## config.mk

```make
export PLATFORM = sky130hd
export DESIGN_NAME = ocs_osc_switch
export DESIGN_NICKNAME = d
export VERILOG_FILES = /design/src/pkg/ocs_pkg.sv /design/src/rtl/ocs_int_osc.sv /design/src/rtl/ocs_osc_switch.sv
export SDC_FILE = /design/constraint.sdc
export NUM_CORES = 1
export LEC_CHECK = 0
export ABC_AREA = 1
export BUFFER_PORTS_ARGS = -buffer_cell sky130_fd_sc_hd__buf_2
export CAP_MARGIN = 20
export CORE_ASPECT_RATIO = 1.5
export CORE_MARGIN = 2
export CORE_UTILIZATION = 45
export CTS_BUF_LIST = sky130_fd_sc_hd__clkbuf_4
export CTS_CLUSTER_DIAMETER = 40
export DETAILED_ROUTE_END_ITERATION = 10
export PLACE_DENSITY = 0.8
export SYNTH_ARGS = -nofsm -noshare
export SYNTH_HDL_FRONTEND = slang
export SYNTH_SLANG_ARGS = --single-unit
```

## constraint.sdc

```tcl
create_clock -name pclk -period 1.7 [get_ports pclk]
set_input_delay 0.34 -clock pclk [delete_from_list [all_inputs] [get_ports pclk]]
set_output_delay 0.34 -clock pclk [all_outputs]
set_load 0.005 [all_outputs]
```

## src/pkg/ocs_pkg.sv

```systemverilog
// shared constants, types and helpers for the oscillator source switch
package ocs_pkg;

  // clock rates in hertz
  localparam int unsigned OCS_PCLK_HZ = 200_000_000; // system sampling clock
  localparam int unsigned OCS_INT_OSC_HZ = 12_800_000; // nominal internal oscillator
  localparam int unsigned OCS_BUS_DIV = 4; // bus clock is full-rate over four

  // internal oscillator half period in pclk cycles, rounded down
  localparam int unsigned OCS_INT_HALF_CYC = OCS_PCLK_HZ / (2 * OCS_INT_OSC_HZ);
  // trim bits that steer the period model (top bits only, coarse model)
  localparam int unsigned OCS_TRIM_SHIFT = 5;
  localparam logic [7:0] OCS_TRIM_RST = 8'h80; // midpoint trim
  // base so that the midpoint trim gives the nominal half period
  localparam logic [3:0] OCS_TRIM_BASE =
    4'(OCS_INT_HALF_CYC - (int'(OCS_TRIM_RST) >> OCS_TRIM_SHIFT));

  // register byte offsets
  localparam logic [7:0] OCS_TRIM_OFS = 8'h38; // internal_osc_trim
  localparam logic [7:0] OCS_STAT_OFS = 8'h3C; // oscillator_status_reg
  localparam logic [7:0] OCS_CFG_OFS = 8'h40; // config_word_two
  localparam logic [7:0] OCS_PUE_OFS = 8'h44; // port_a_pullup_enable_reg

  // field positions
  localparam int unsigned OCS_STAT_REQ = 0; // external_clock_request
  localparam int unsigned OCS_STAT_ENG = 1; // external_clock_engaged
  localparam int unsigned OCS_PUE_CKO = 0; // second_pin_clock_out_enable

  // reset values
  localparam logic [1:0] OCS_CFG_RST = 2'h0;
  localparam logic [31:0] OCS_RDATA_ZERO = 32'h0000_0000;

  // rising external edges needed before the switch
  localparam logic [1:0] OCS_EDGES_NEEDED = 2'h2;

  // clock_source_select encodings
  typedef enum logic [1:0] {
    OCS_SRC_INT = 2'b00,
    OCS_SRC_EXT = 2'b01,
    OCS_SRC_RC = 2'b10,
    OCS_SRC_XTAL = 2'b11
  } ocs_src_t;

  // switch sequencer states
  typedef enum logic [2:0] {
    OCS_ST_INT = 3'b000,
    OCS_ST_WAIT = 3'b001,
    OCS_ST_ALIGN = 3'b010,
    OCS_ST_ENGAGE = 3'b011,
    OCS_ST_EXT = 3'b100
  } ocs_sw_state_t;

  // one driven pin: level and enable
  typedef struct packed {
    logic out;
    logic oe;
  } ocs_pin_t;

  // any source other than the internal oscillator
  function automatic logic ocs_is_external(input ocs_src_t src);
    return src != OCS_SRC_INT;
  endfunction

endpackage

```

## src/rtl/ocs_int_osc.sv

```systemverilog
// trimmable internal oscillator model, counted in pclk cycles
module ocs_int_osc
  import ocs_pkg::*;
(
  input wire logic pclk,
  input wire logic presetn,
  input wire logic enable,
  input wire logic [7:0] trim,
  output logic osc_clk
);

  logic [3:0] cnt_q; // cycles spent in the current half period
  logic clk_q; // oscillator level
  logic [3:0] half_cyc; // half period for this trim
  logic wrap; // half period done

  // larger trim never shortens the period; top bits only, so steps are coarse
  assign half_cyc = OCS_TRIM_BASE + {1'b0, trim[7:OCS_TRIM_SHIFT]}; // RL4 RL3
  assign wrap = (cnt_q >= (half_cyc - 4'h1));

  // stopped oscillator parks low so the downstream mux sees no half pulse
  always_ff @(posedge pclk or negedge presetn) begin
    if (!presetn) begin
      cnt_q <= 4'h0;
      clk_q <= 1'b0;
    end else if (!enable) begin
      cnt_q <= 4'h0;
      clk_q <= 1'b0;
    end else if (wrap) begin
      cnt_q <= 4'h0;
      clk_q <= ~clk_q;
    end else begin
      cnt_q <= cnt_q + 4'h1;
    end
  end

  assign osc_clk = clk_q;

endmodule

```

## src/rtl/ocs_osc_switch.sv

```systemverilog
// oscillator source select, glitch-free switch, clock outputs and pin mux
// Summary of operation
// RL1 - bus clock is full-rate divided by four
// RL2 - reset selects the internal oscillator
// RL3 - internal oscillator nominal 12.8 MHz
// RL4 - 8-bit trim, larger value longer period
// RL5 - reset loads trim with 0x80
// RL6 - software may copy factory trim byte
// RL7 - software precharges crystal via second pin
// RL8 - external select makes pins clock pins
// RL9 - software waits for external source stabilisation
// RL10 - software sets request bit to switch
// RL11 - wait two external rising edges first
// RL12 - switch without glitches or short pulses
// RL13 - set engaged flag, then stop internal
// RL14 - no fallback; only reset restarts internal
// RL15 - direct external: unchanged, half-rate halved
// RL16 - direct external: second pin is port bit
// RL17 - crystal: second pin is amplifier output
// RL18 - internal/RC: enable bit picks port or clock
// RL19 - select code 00 int,01 ext,10 RC,11 xtal
// RL20 - reset clears the request bit
// RL21 - stop mode halts both clock outputs
// RL22 - after engaged, request writes are ignored
//
// Register access over APB was left to the implementer.
module ocs_osc_switch
  import ocs_pkg::*;
(
  input wire logic pclk,
  input wire logic presetn,
  input wire logic psel,
  input wire logic penable,
  input wire logic pwrite,
  input wire logic [7:0] paddr,
  input wire logic [31:0] pwdata,
  output logic [31:0] prdata,
  output logic pready,
  output logic pslverr,
  input wire logic clock_input_pin,
  input wire logic port_a_bit_four_out,
  input wire logic port_a_bit_four_oe,
  input wire logic stop_mode,
  output logic clock_output_pin_o,
  output logic clock_output_pin_oe,
  output logic clock_input_pin_is_clock,
  output logic internal_osc_run,
  output logic full_rate_clock,
  output logic half_rate_clock,
  output logic bus_clock,
  output logic external_clock_engaged
);

  // apb bus state
  logic [31:0] prdata_q, prdata_d; // read data, loaded in setup
  logic pready_q; // one access cycle, no waits
  logic pslverr_q; // unmapped address answer
  // software registers
  logic [7:0] trim_q; // internal_osc_trim
  ocs_src_t src_q; // clock_source_select
  logic cko_en_q; // second_pin_clock_out_enable
  logic req_q; // external_clock_request
  // switch sequencer
  ocs_sw_state_t state_q, state_d;
  logic [1:0] edge_cnt_q; // external rising edges seen
  logic ext_prev_q; // last external level, for edges
  logic sel_ext_q; // mux steers external source
  logic engaged_q; // external_clock_engaged
  logic int_run_q; // internal oscillator enable
  // clock outputs
  logic full_q, half_q, bus_q;
  ocs_pin_t pin_q, pin_d; // second oscillator pin
  logic pin1_clk_q; // first pin used as clock input
  logic int_clk; // internal oscillator level

  // decode wires
  wire setup = psel & ~penable;
  wire access = psel & penable & pready_q;
  wire hit_trim = (paddr == OCS_TRIM_OFS);
  wire hit_stat = (paddr == OCS_STAT_OFS);
  wire hit_cfg = (paddr == OCS_CFG_OFS);
  wire hit_pue = (paddr == OCS_PUE_OFS);
  wire hit_any = hit_trim | hit_stat | hit_cfg | hit_pue;
  wire wr_ok = access & pwrite & ~pslverr_q;
  wire wr_trim = wr_ok & hit_trim;
  wire wr_stat = wr_ok & hit_stat;
  wire wr_cfg = wr_ok & hit_cfg;
  wire wr_pue = wr_ok & hit_pue;
  wire ext_rise = clock_input_pin & ~ext_prev_q;
  wire src_is_ext = ocs_is_external(src_q);
  // both candidate sources low: safe moment to move the mux
  wire both_low = ~int_clk & ~clock_input_pin; // RL12
  wire full_src = sel_ext_q ? clock_input_pin : int_clk; // RL15
  wire full_d = ~stop_mode & full_src; // RL21
  wire full_rise = full_d & ~full_q;
  wire half_rise = ~half_q & full_rise;

  // internal oscillator; stays off once the external clock owns the system
  ocs_int_osc u_int_osc (
    .pclk(pclk),
    .presetn(presetn),
    .enable(int_run_q),
    .trim(trim_q),
    .osc_clk(int_clk)
  );

  // read mux, loaded during the setup cycle
  always_comb begin
    prdata_d = OCS_RDATA_ZERO;
    if (hit_trim) begin
      prdata_d[7:0] = trim_q;
    end else if (hit_stat) begin
      prdata_d[OCS_STAT_REQ] = req_q;
      prdata_d[OCS_STAT_ENG] = engaged_q;
    end else if (hit_cfg) begin
      prdata_d[1:0] = src_q;
    end else if (hit_pue) begin
      prdata_d[OCS_PUE_CKO] = cko_en_q;
    end
  end

  // apb handshake: pready rises in the access phase, one cycle
  always_ff @(posedge pclk or negedge presetn) begin
    if (!presetn) begin
      prdata_q <= OCS_RDATA_ZERO;
      pready_q <= 1'b0;
      pslverr_q <= 1'b0;
    end else begin
      pready_q <= setup;
      pslverr_q <= setup & ~hit_any;
      if (setup & ~pwrite) begin
        prdata_q <= prdata_d;
      end
    end
  end

  // software registers
  always_ff @(posedge pclk or negedge presetn) begin
    if (!presetn) begin
      trim_q <= OCS_TRIM_RST; // RL5
      src_q <= OCS_SRC_INT; // RL2 RL19
      cko_en_q <= 1'b0;
      req_q <= 1'b0; // RL20
    end else begin
      if (wr_trim) begin
        trim_q <= pwdata[7:0]; // RL6
      end
      if (wr_cfg) begin
        src_q <= ocs_src_t'(pwdata[1:0]); // RL19
      end
      if (wr_pue) begin
        cko_en_q <= pwdata[OCS_PUE_CKO];
      end
      // request locked once engaged
      if (wr_stat & ~engaged_q) begin
        req_q <= pwdata[OCS_STAT_REQ]; // RL10 RL22
      end
    end
  end

  // sequencer next state
  always_comb begin
    state_d = state_q;
    case (state_q)
      OCS_ST_INT: begin
        // request only means something with an external source chosen
        if (req_q & src_is_ext) begin
          state_d = OCS_ST_WAIT;
        end
      end
      OCS_ST_WAIT: begin
        // withdrawn request or source returns to internal aborts
        if (~req_q | ~src_is_ext) begin
          state_d = OCS_ST_INT;
        end else if (ext_rise & (edge_cnt_q == OCS_EDGES_NEEDED - 2'h1)) begin
          state_d = OCS_ST_ALIGN; // RL11
        end
      end
      OCS_ST_ALIGN: begin
        if (both_low) begin
          state_d = OCS_ST_ENGAGE; // RL12
        end
      end
      OCS_ST_ENGAGE: begin
        state_d = OCS_ST_EXT;
      end
      OCS_ST_EXT: begin
        state_d = OCS_ST_EXT; // RL14
      end
      default: begin
        state_d = OCS_ST_INT;
      end
    endcase
  end

  // sequencer registers
  always_ff @(posedge pclk or negedge presetn) begin
    if (!presetn) begin
      state_q <= OCS_ST_INT;
      edge_cnt_q <= 2'h0;
      ext_prev_q <= 1'b0;
    end else begin
      state_q <= state_d;
      ext_prev_q <= clock_input_pin;
      if (state_q != OCS_ST_WAIT) begin
        edge_cnt_q <= 2'h0;
      end else if (ext_rise) begin
        edge_cnt_q <= edge_cnt_q + 2'h1; // RL11
      end
    end
  end

  // mux select, engaged flag, internal oscillator stop in that order
  always_ff @(posedge pclk or negedge presetn) begin
    if (!presetn) begin
      sel_ext_q <= 1'b0; // RL2
      engaged_q <= 1'b0;
      int_run_q <= 1'b1; // RL2
    end else begin
      if (state_q == OCS_ST_ALIGN && both_low) begin
        sel_ext_q <= 1'b1; // RL12
      end
      if (state_q == OCS_ST_ENGAGE) begin
        engaged_q <= 1'b1; // RL13
      end
      // a lost external clock is not watched: no way back but reset
      if (state_q == OCS_ST_EXT) begin
        int_run_q <= 1'b0; // RL13 RL14
      end
    end
  end

  // clock dividers driven by rising edges of the selected source
  always_ff @(posedge pclk or negedge presetn) begin
    if (!presetn) begin
      full_q <= 1'b0;
      half_q <= 1'b0;
      bus_q <= 1'b0;
    end else begin
      full_q <= full_d; // RL15 RL21
      if (full_rise) begin
        half_q <= ~half_q; // RL15
      end
      if (half_rise) begin
        bus_q <= ~bus_q; // RL1
      end
    end
  end

  // second pin function per source; enable bit only counts for int/RC
  always_comb begin
    pin_d.out = port_a_bit_four_out;
    pin_d.oe = port_a_bit_four_oe;
    if (src_q == OCS_SRC_XTAL) begin
      pin_d.out = ~clock_input_pin; // RL17 RL8
      pin_d.oe = 1'b1;
    end else if (src_q == OCS_SRC_EXT) begin
      pin_d.out = port_a_bit_four_out; // RL16
      pin_d.oe = port_a_bit_four_oe;
    end else if (cko_en_q) begin
      pin_d.out = full_d; // RL18
      pin_d.oe = 1'b1;
    end
  end

  // pin registers; first pin turns clock input for any external source
  always_ff @(posedge pclk or negedge presetn) begin
    if (!presetn) begin
      pin_q <= '0;
      pin1_clk_q <= 1'b0;
    end else begin
      pin_q <= pin_d;
      pin1_clk_q <= src_is_ext; // RL8
    end
  end

  assign prdata = prdata_q;
  assign pready = pready_q;
  assign pslverr = pslverr_q;
  assign clock_output_pin_o = pin_q.out;
  assign clock_output_pin_oe = pin_q.oe;
  assign clock_input_pin_is_clock = pin1_clk_q;
  assign internal_osc_run = int_run_q;
  assign full_rate_clock = full_q;
  assign half_rate_clock = half_q;
  assign bus_clock = bus_q;
  assign external_clock_engaged = engaged_q;

  // checks
  chk_trim_reset: assert property (@(posedge pclk) disable iff (!presetn) // RL5
    $rose(presetn) |-> trim_q == OCS_TRIM_RST)
    else $error("trim not at midpoint after reset");
  chk_src_reset: assert property (@(posedge pclk) disable iff (!presetn) // RL2
    $rose(presetn) |-> !sel_ext_q && int_run_q && src_q == OCS_SRC_INT)
    else $error("internal source not selected after reset");
  chk_req_reset: assert property (@(posedge pclk) disable iff (!presetn) // RL20
    $rose(presetn) |-> !req_q)
    else $error("request bit set after reset");
  chk_engage_order: assert property (@(posedge pclk) disable iff (!presetn) // RL13
    $rose(engaged_q) |-> int_run_q ##1 !int_run_q)
    else $error("internal oscillator stopped out of order");
  chk_no_fallback: assert property (@(posedge pclk) disable iff (!presetn) // RL14
    engaged_q |=> engaged_q && sel_ext_q && !int_run_q)
    else $error("left external source without reset");
  chk_two_edges: assert property (@(posedge pclk) disable iff (!presetn) // RL11
    state_q == OCS_ST_ALIGN && $past(state_q) == OCS_ST_WAIT |-> edge_cnt_q == OCS_EDGES_NEEDED)
    else $error("switched before two external edges");
  chk_glitch_free: assert property (@(posedge pclk) disable iff (!presetn) // RL12
    $rose(sel_ext_q) |-> $past(!int_clk && !clock_input_pin))
    else $error("mux moved while a source was high");
  chk_xtal_pin: assert property (@(posedge pclk) disable iff (!presetn) // RL17
    src_q == OCS_SRC_XTAL |=> pin_q.oe && pin_q.out == !$past(clock_input_pin))
    else $error("second pin not amplifier output");
  chk_ext_pin: assert property (@(posedge pclk) disable iff (!presetn) // RL16
    src_q == OCS_SRC_EXT |=> pin_q.out == $past(port_a_bit_four_out))
    else $error("second pin not port bit in direct mode");
  chk_stop_halt: assert property (@(posedge pclk) disable iff (!presetn) // RL21
    stop_mode [*2] |-> !full_q && $stable(half_q))
    else $error("clocks run in stop mode");
  chk_req_locked: assert property (@(posedge pclk) disable iff (!presetn) // RL22
    engaged_q && wr_stat |=> req_q == $past(req_q))
    else $error("request changed after engage");
  chk_half_rate: assert property (@(posedge pclk) disable iff (!presetn) // RL15
    $changed(half_q) |-> $rose(full_q))
    else $error("half-rate toggled without full-rate edge");

  cov_switch_done: cover property (@(posedge pclk) disable iff (!presetn)
    $rose(engaged_q));
  cov_xtal_mode: cover property (@(posedge pclk) disable iff (!presetn)
    src_q == OCS_SRC_XTAL && pin_q.oe);
  cov_clock_out: cover property (@(posedge pclk) disable iff (!presetn)
    src_q == OCS_SRC_RC && cko_en_q && $rose(pin_q.out));
  cov_stop: cover property (@(posedge pclk) disable iff (!presetn)
    $fell(full_q) && stop_mode);

endmodule

```

==> qor.yml <==
outcome: "completed"
dr_wl_met3_um: 231
netlist_instances: 267
drc: 0
setup_viol: 0
yosysSeqAreaShare: 0.4678
reg2reg_depth: 8
cp_top_family: "flip-flops"
numClockSinks: 42
cts_buffer_depth: 2
fmax_mhz: 602.3
irDropWorstVdd_v: 0.0004372
final_util: 0.5450
wl_met1_um: 1711
worstHoldPathType: "primary input to register"
cp_slowest_cell: "dfstp_2"
fin_skew_ns: 0.01248
diodes: 0
die_h_um: 90.65
ys_ff_latch: 42
worstPathCellList: "ha_4 > inv_2 > ha_4 > a21oi_2 > a21boi_4 > nand3_4 > nand2_2 > nand2_1"
synth.distinct_cells: 35
core_mm2: 0.004810
grt_use_total: 0.1584
min_period_over_period: 0.9767
drt-total-wl_um: 4184
worstHoldStart: "clock_input_pin"
swShare: 0.2396
fin_crit_ns: 1.660
antenna_left: 0
drtPass1Iterations: 4
routed.top_layer: "met4"
grt_pass1_wl_um: 6900
layout-drive-gt1-share: 0.2476
wl_met2_um: 2167
cp-end-kind: "register"
power.switching_mw: 0.4475
start_util: 0.4683
path_max_fanout: 5
synthesis.area_mm2: 0.002252
final_common_cell: "nand2_1"
chipWidth_um: 61.76
rows: 31
io-pin-count: 91
pwr-share-comb: 0.090
syn_avg_cell_area_um2: 8.435
drtIter0Drc: 77
slowest_delay_ns: 0.58
dp_hpwl_um: 3159
synth_area_leaders: "dfrtp_1 (44%), nand2_1 (11%), buf_4 (8.0%)"
worst-r2r-setup-slack_ns: 0.04
syn_to_final_growth_pct: 16.39
worstReg2RegStart: "trim_q[7]"
final_max_slew_viol_count: 0
final_cell_mix: "nand2_1 (63), buf_2 (42), dfrtp_1 (40)"
ys_warn_count: 0
p_per_area_mw_per_mm2: 712.5
grt_pass1_vias: 1618
pwr-share-clk: 0.352
synth_edf_count: 0
rsz0062_at_grt: "true"
grt_max_degree: 24
hold_slack_ns: 0.1255
die-area_mm2: 0.005598
p_int_mw: 1.420
synth_top_area_share: 0.4444
htree_num_levels: 2
cts_root_buf: "clkbuf_4"
clk_latency_ns: 0.36
routabilityCongestion: 0.8407
antenna_found_initial: 0
crit_arrival_ns: 1.91
p_total_mw: 1.868
io_buffers: 42
async_flop_share: 1.000
setup.worst_path.start_class: "register"
worstSetupPathType: "register to register"
vias_per_cell: 4.613
crit_path_frequent_cell: "ha_4"
path_clk_slew_ns: 0.13
synth_ff_type: "dfrtp_1"
vias: 1776
leakage_nw: 1.462
cts_buffers: 5
nets: 374
hold_depth: 1
wl_per_cell_um: 10.87
required_ns: 1.95
synth.largest_area_cell: "dfrtp_1"
crit_buf_inv: 1
overflow: 0
cts_tree: "built"
pre_cts_ws_ns: -0.1959
min_to: "ext_prev_q"
cap_violations: 0
finalHoldViolCount: 0
setup_ws_ns: 0.03962
r2r_end: "u_int_osc.osc_clk"
startpoint: "trim_q[7]"
seqPwrFrac: 0.558
[area by class of cell]
cell class	count	area, um^2
fillers	466	2188
flip-flops and latches	42	1054
multi-input cells	186	1005
repair buffers	47	262.8
inverters	36	135.1
well taps	66	82.58
clock buffers	6	45.04
clock inverters	2	37.54
[cell families (layout without fill, tap and decap cells)]
group,count (synthesis),count (layout),synth area share
DFF,42,42,0.4678
and+or+nand+nor,129,129,0.2656
other,1,24,0.001665
adders and majority gates,7,7,0.03889
AOI/OAI and AO/OA,23,23,0.05889
buffers and inverters,62,91,0.1556
xor gates and xnor gates,3,3,0.01167
[worst reg2reg max path: cells and delay by family, from the launching register on]
kind / cells / cell delay [ns]
flops: 1 / 0.58
fa+ha+maj: 2 / 0.35
compound gates: 2 / 0.36
simple gates: 3 / 0.23
buf+inv: 1 / 0.04
[stage by stage]
stage,setup TNS (ns),instances,area (um^2)
5_1_grt,-0.06225,385,2621
3_5_place_dp,-0.7722,375,2451
4_1_cts,0,385,2576
2_1_floorplan,0,290,2338
3_3_place_gp,-0.4285,375,2451
6_report,0,385,2621
[worst max path at each step]
stage / to / cells past startpoint / slack [ns]
6_report: u_int_osc.osc_clk / 8 / 0.04
5_1_grt: u_int_osc.osc_clk / 9 / -0.03
3_3_place_gp: u_int_osc.osc_clk / 8 / -0.14
4_1_cts: u_int_osc.osc_clk / 9 / 0.002
2_1_floorplan: u_int_osc.osc_clk / 9 / 0.01
3_5_place_dp: u_int_osc.osc_clk / 8 / -0.20
[registers in the layout, summed over array words and instances (netlist names), 2 cells and up]
name and count:
edge_cnt_q 2, prdata 8, src_q 2, state_q 3
trim_q 8, u_int_osc.cnt_q 4
[power by group through the flow]
stage / Clock, mW / Sequential [mW] / Combinational [mW]
floorplan: 0 / 1.06 / 0.111
global placement: 0 / 1.06 / 0.164
detailed placement: 0 / 1.06 / 0.167
CTS: 0.667 / 1.04 / 0.170
global route: 0.703 / 1.05 / 0.195
finish: 0.658 / 1.04 / 0.167
[synth_stat cells, types with 2 or more instances]
library cell / number
nor2_2: 3
nand3_1: 27
xnor2_1: 2
nand4_1: 2
dfrtp_1: 40
nor2_1: 21
inv_1: 33
nand2_1: 65
o21a_1: 2
ha_1: 7
a21oi_1: 4
buf_4: 24
nand3_2: 2
inv_2: 2
dfstp_2: 2
o21ai_1: 6
and2_1: 2
o21ai_0: 6
[routing by layer]
layer,vias to the layer above,GRT usage
li1,889,-
met1,825,0.1869
met2,55,0.2675
met3,7,0.04155
met4,0,0.05319
met5,-,0
[repair_timing]
action,4_1_cts,5_1_grt
hold buffers,1,0
resized for setup,5,9
endpoints found under the hold margin,18,0
pin swaps,3,6
buffers inserted,1,0
endpoints found under the setup margin,5,5
Note: power is estimated with default switching activity, not from simulation.
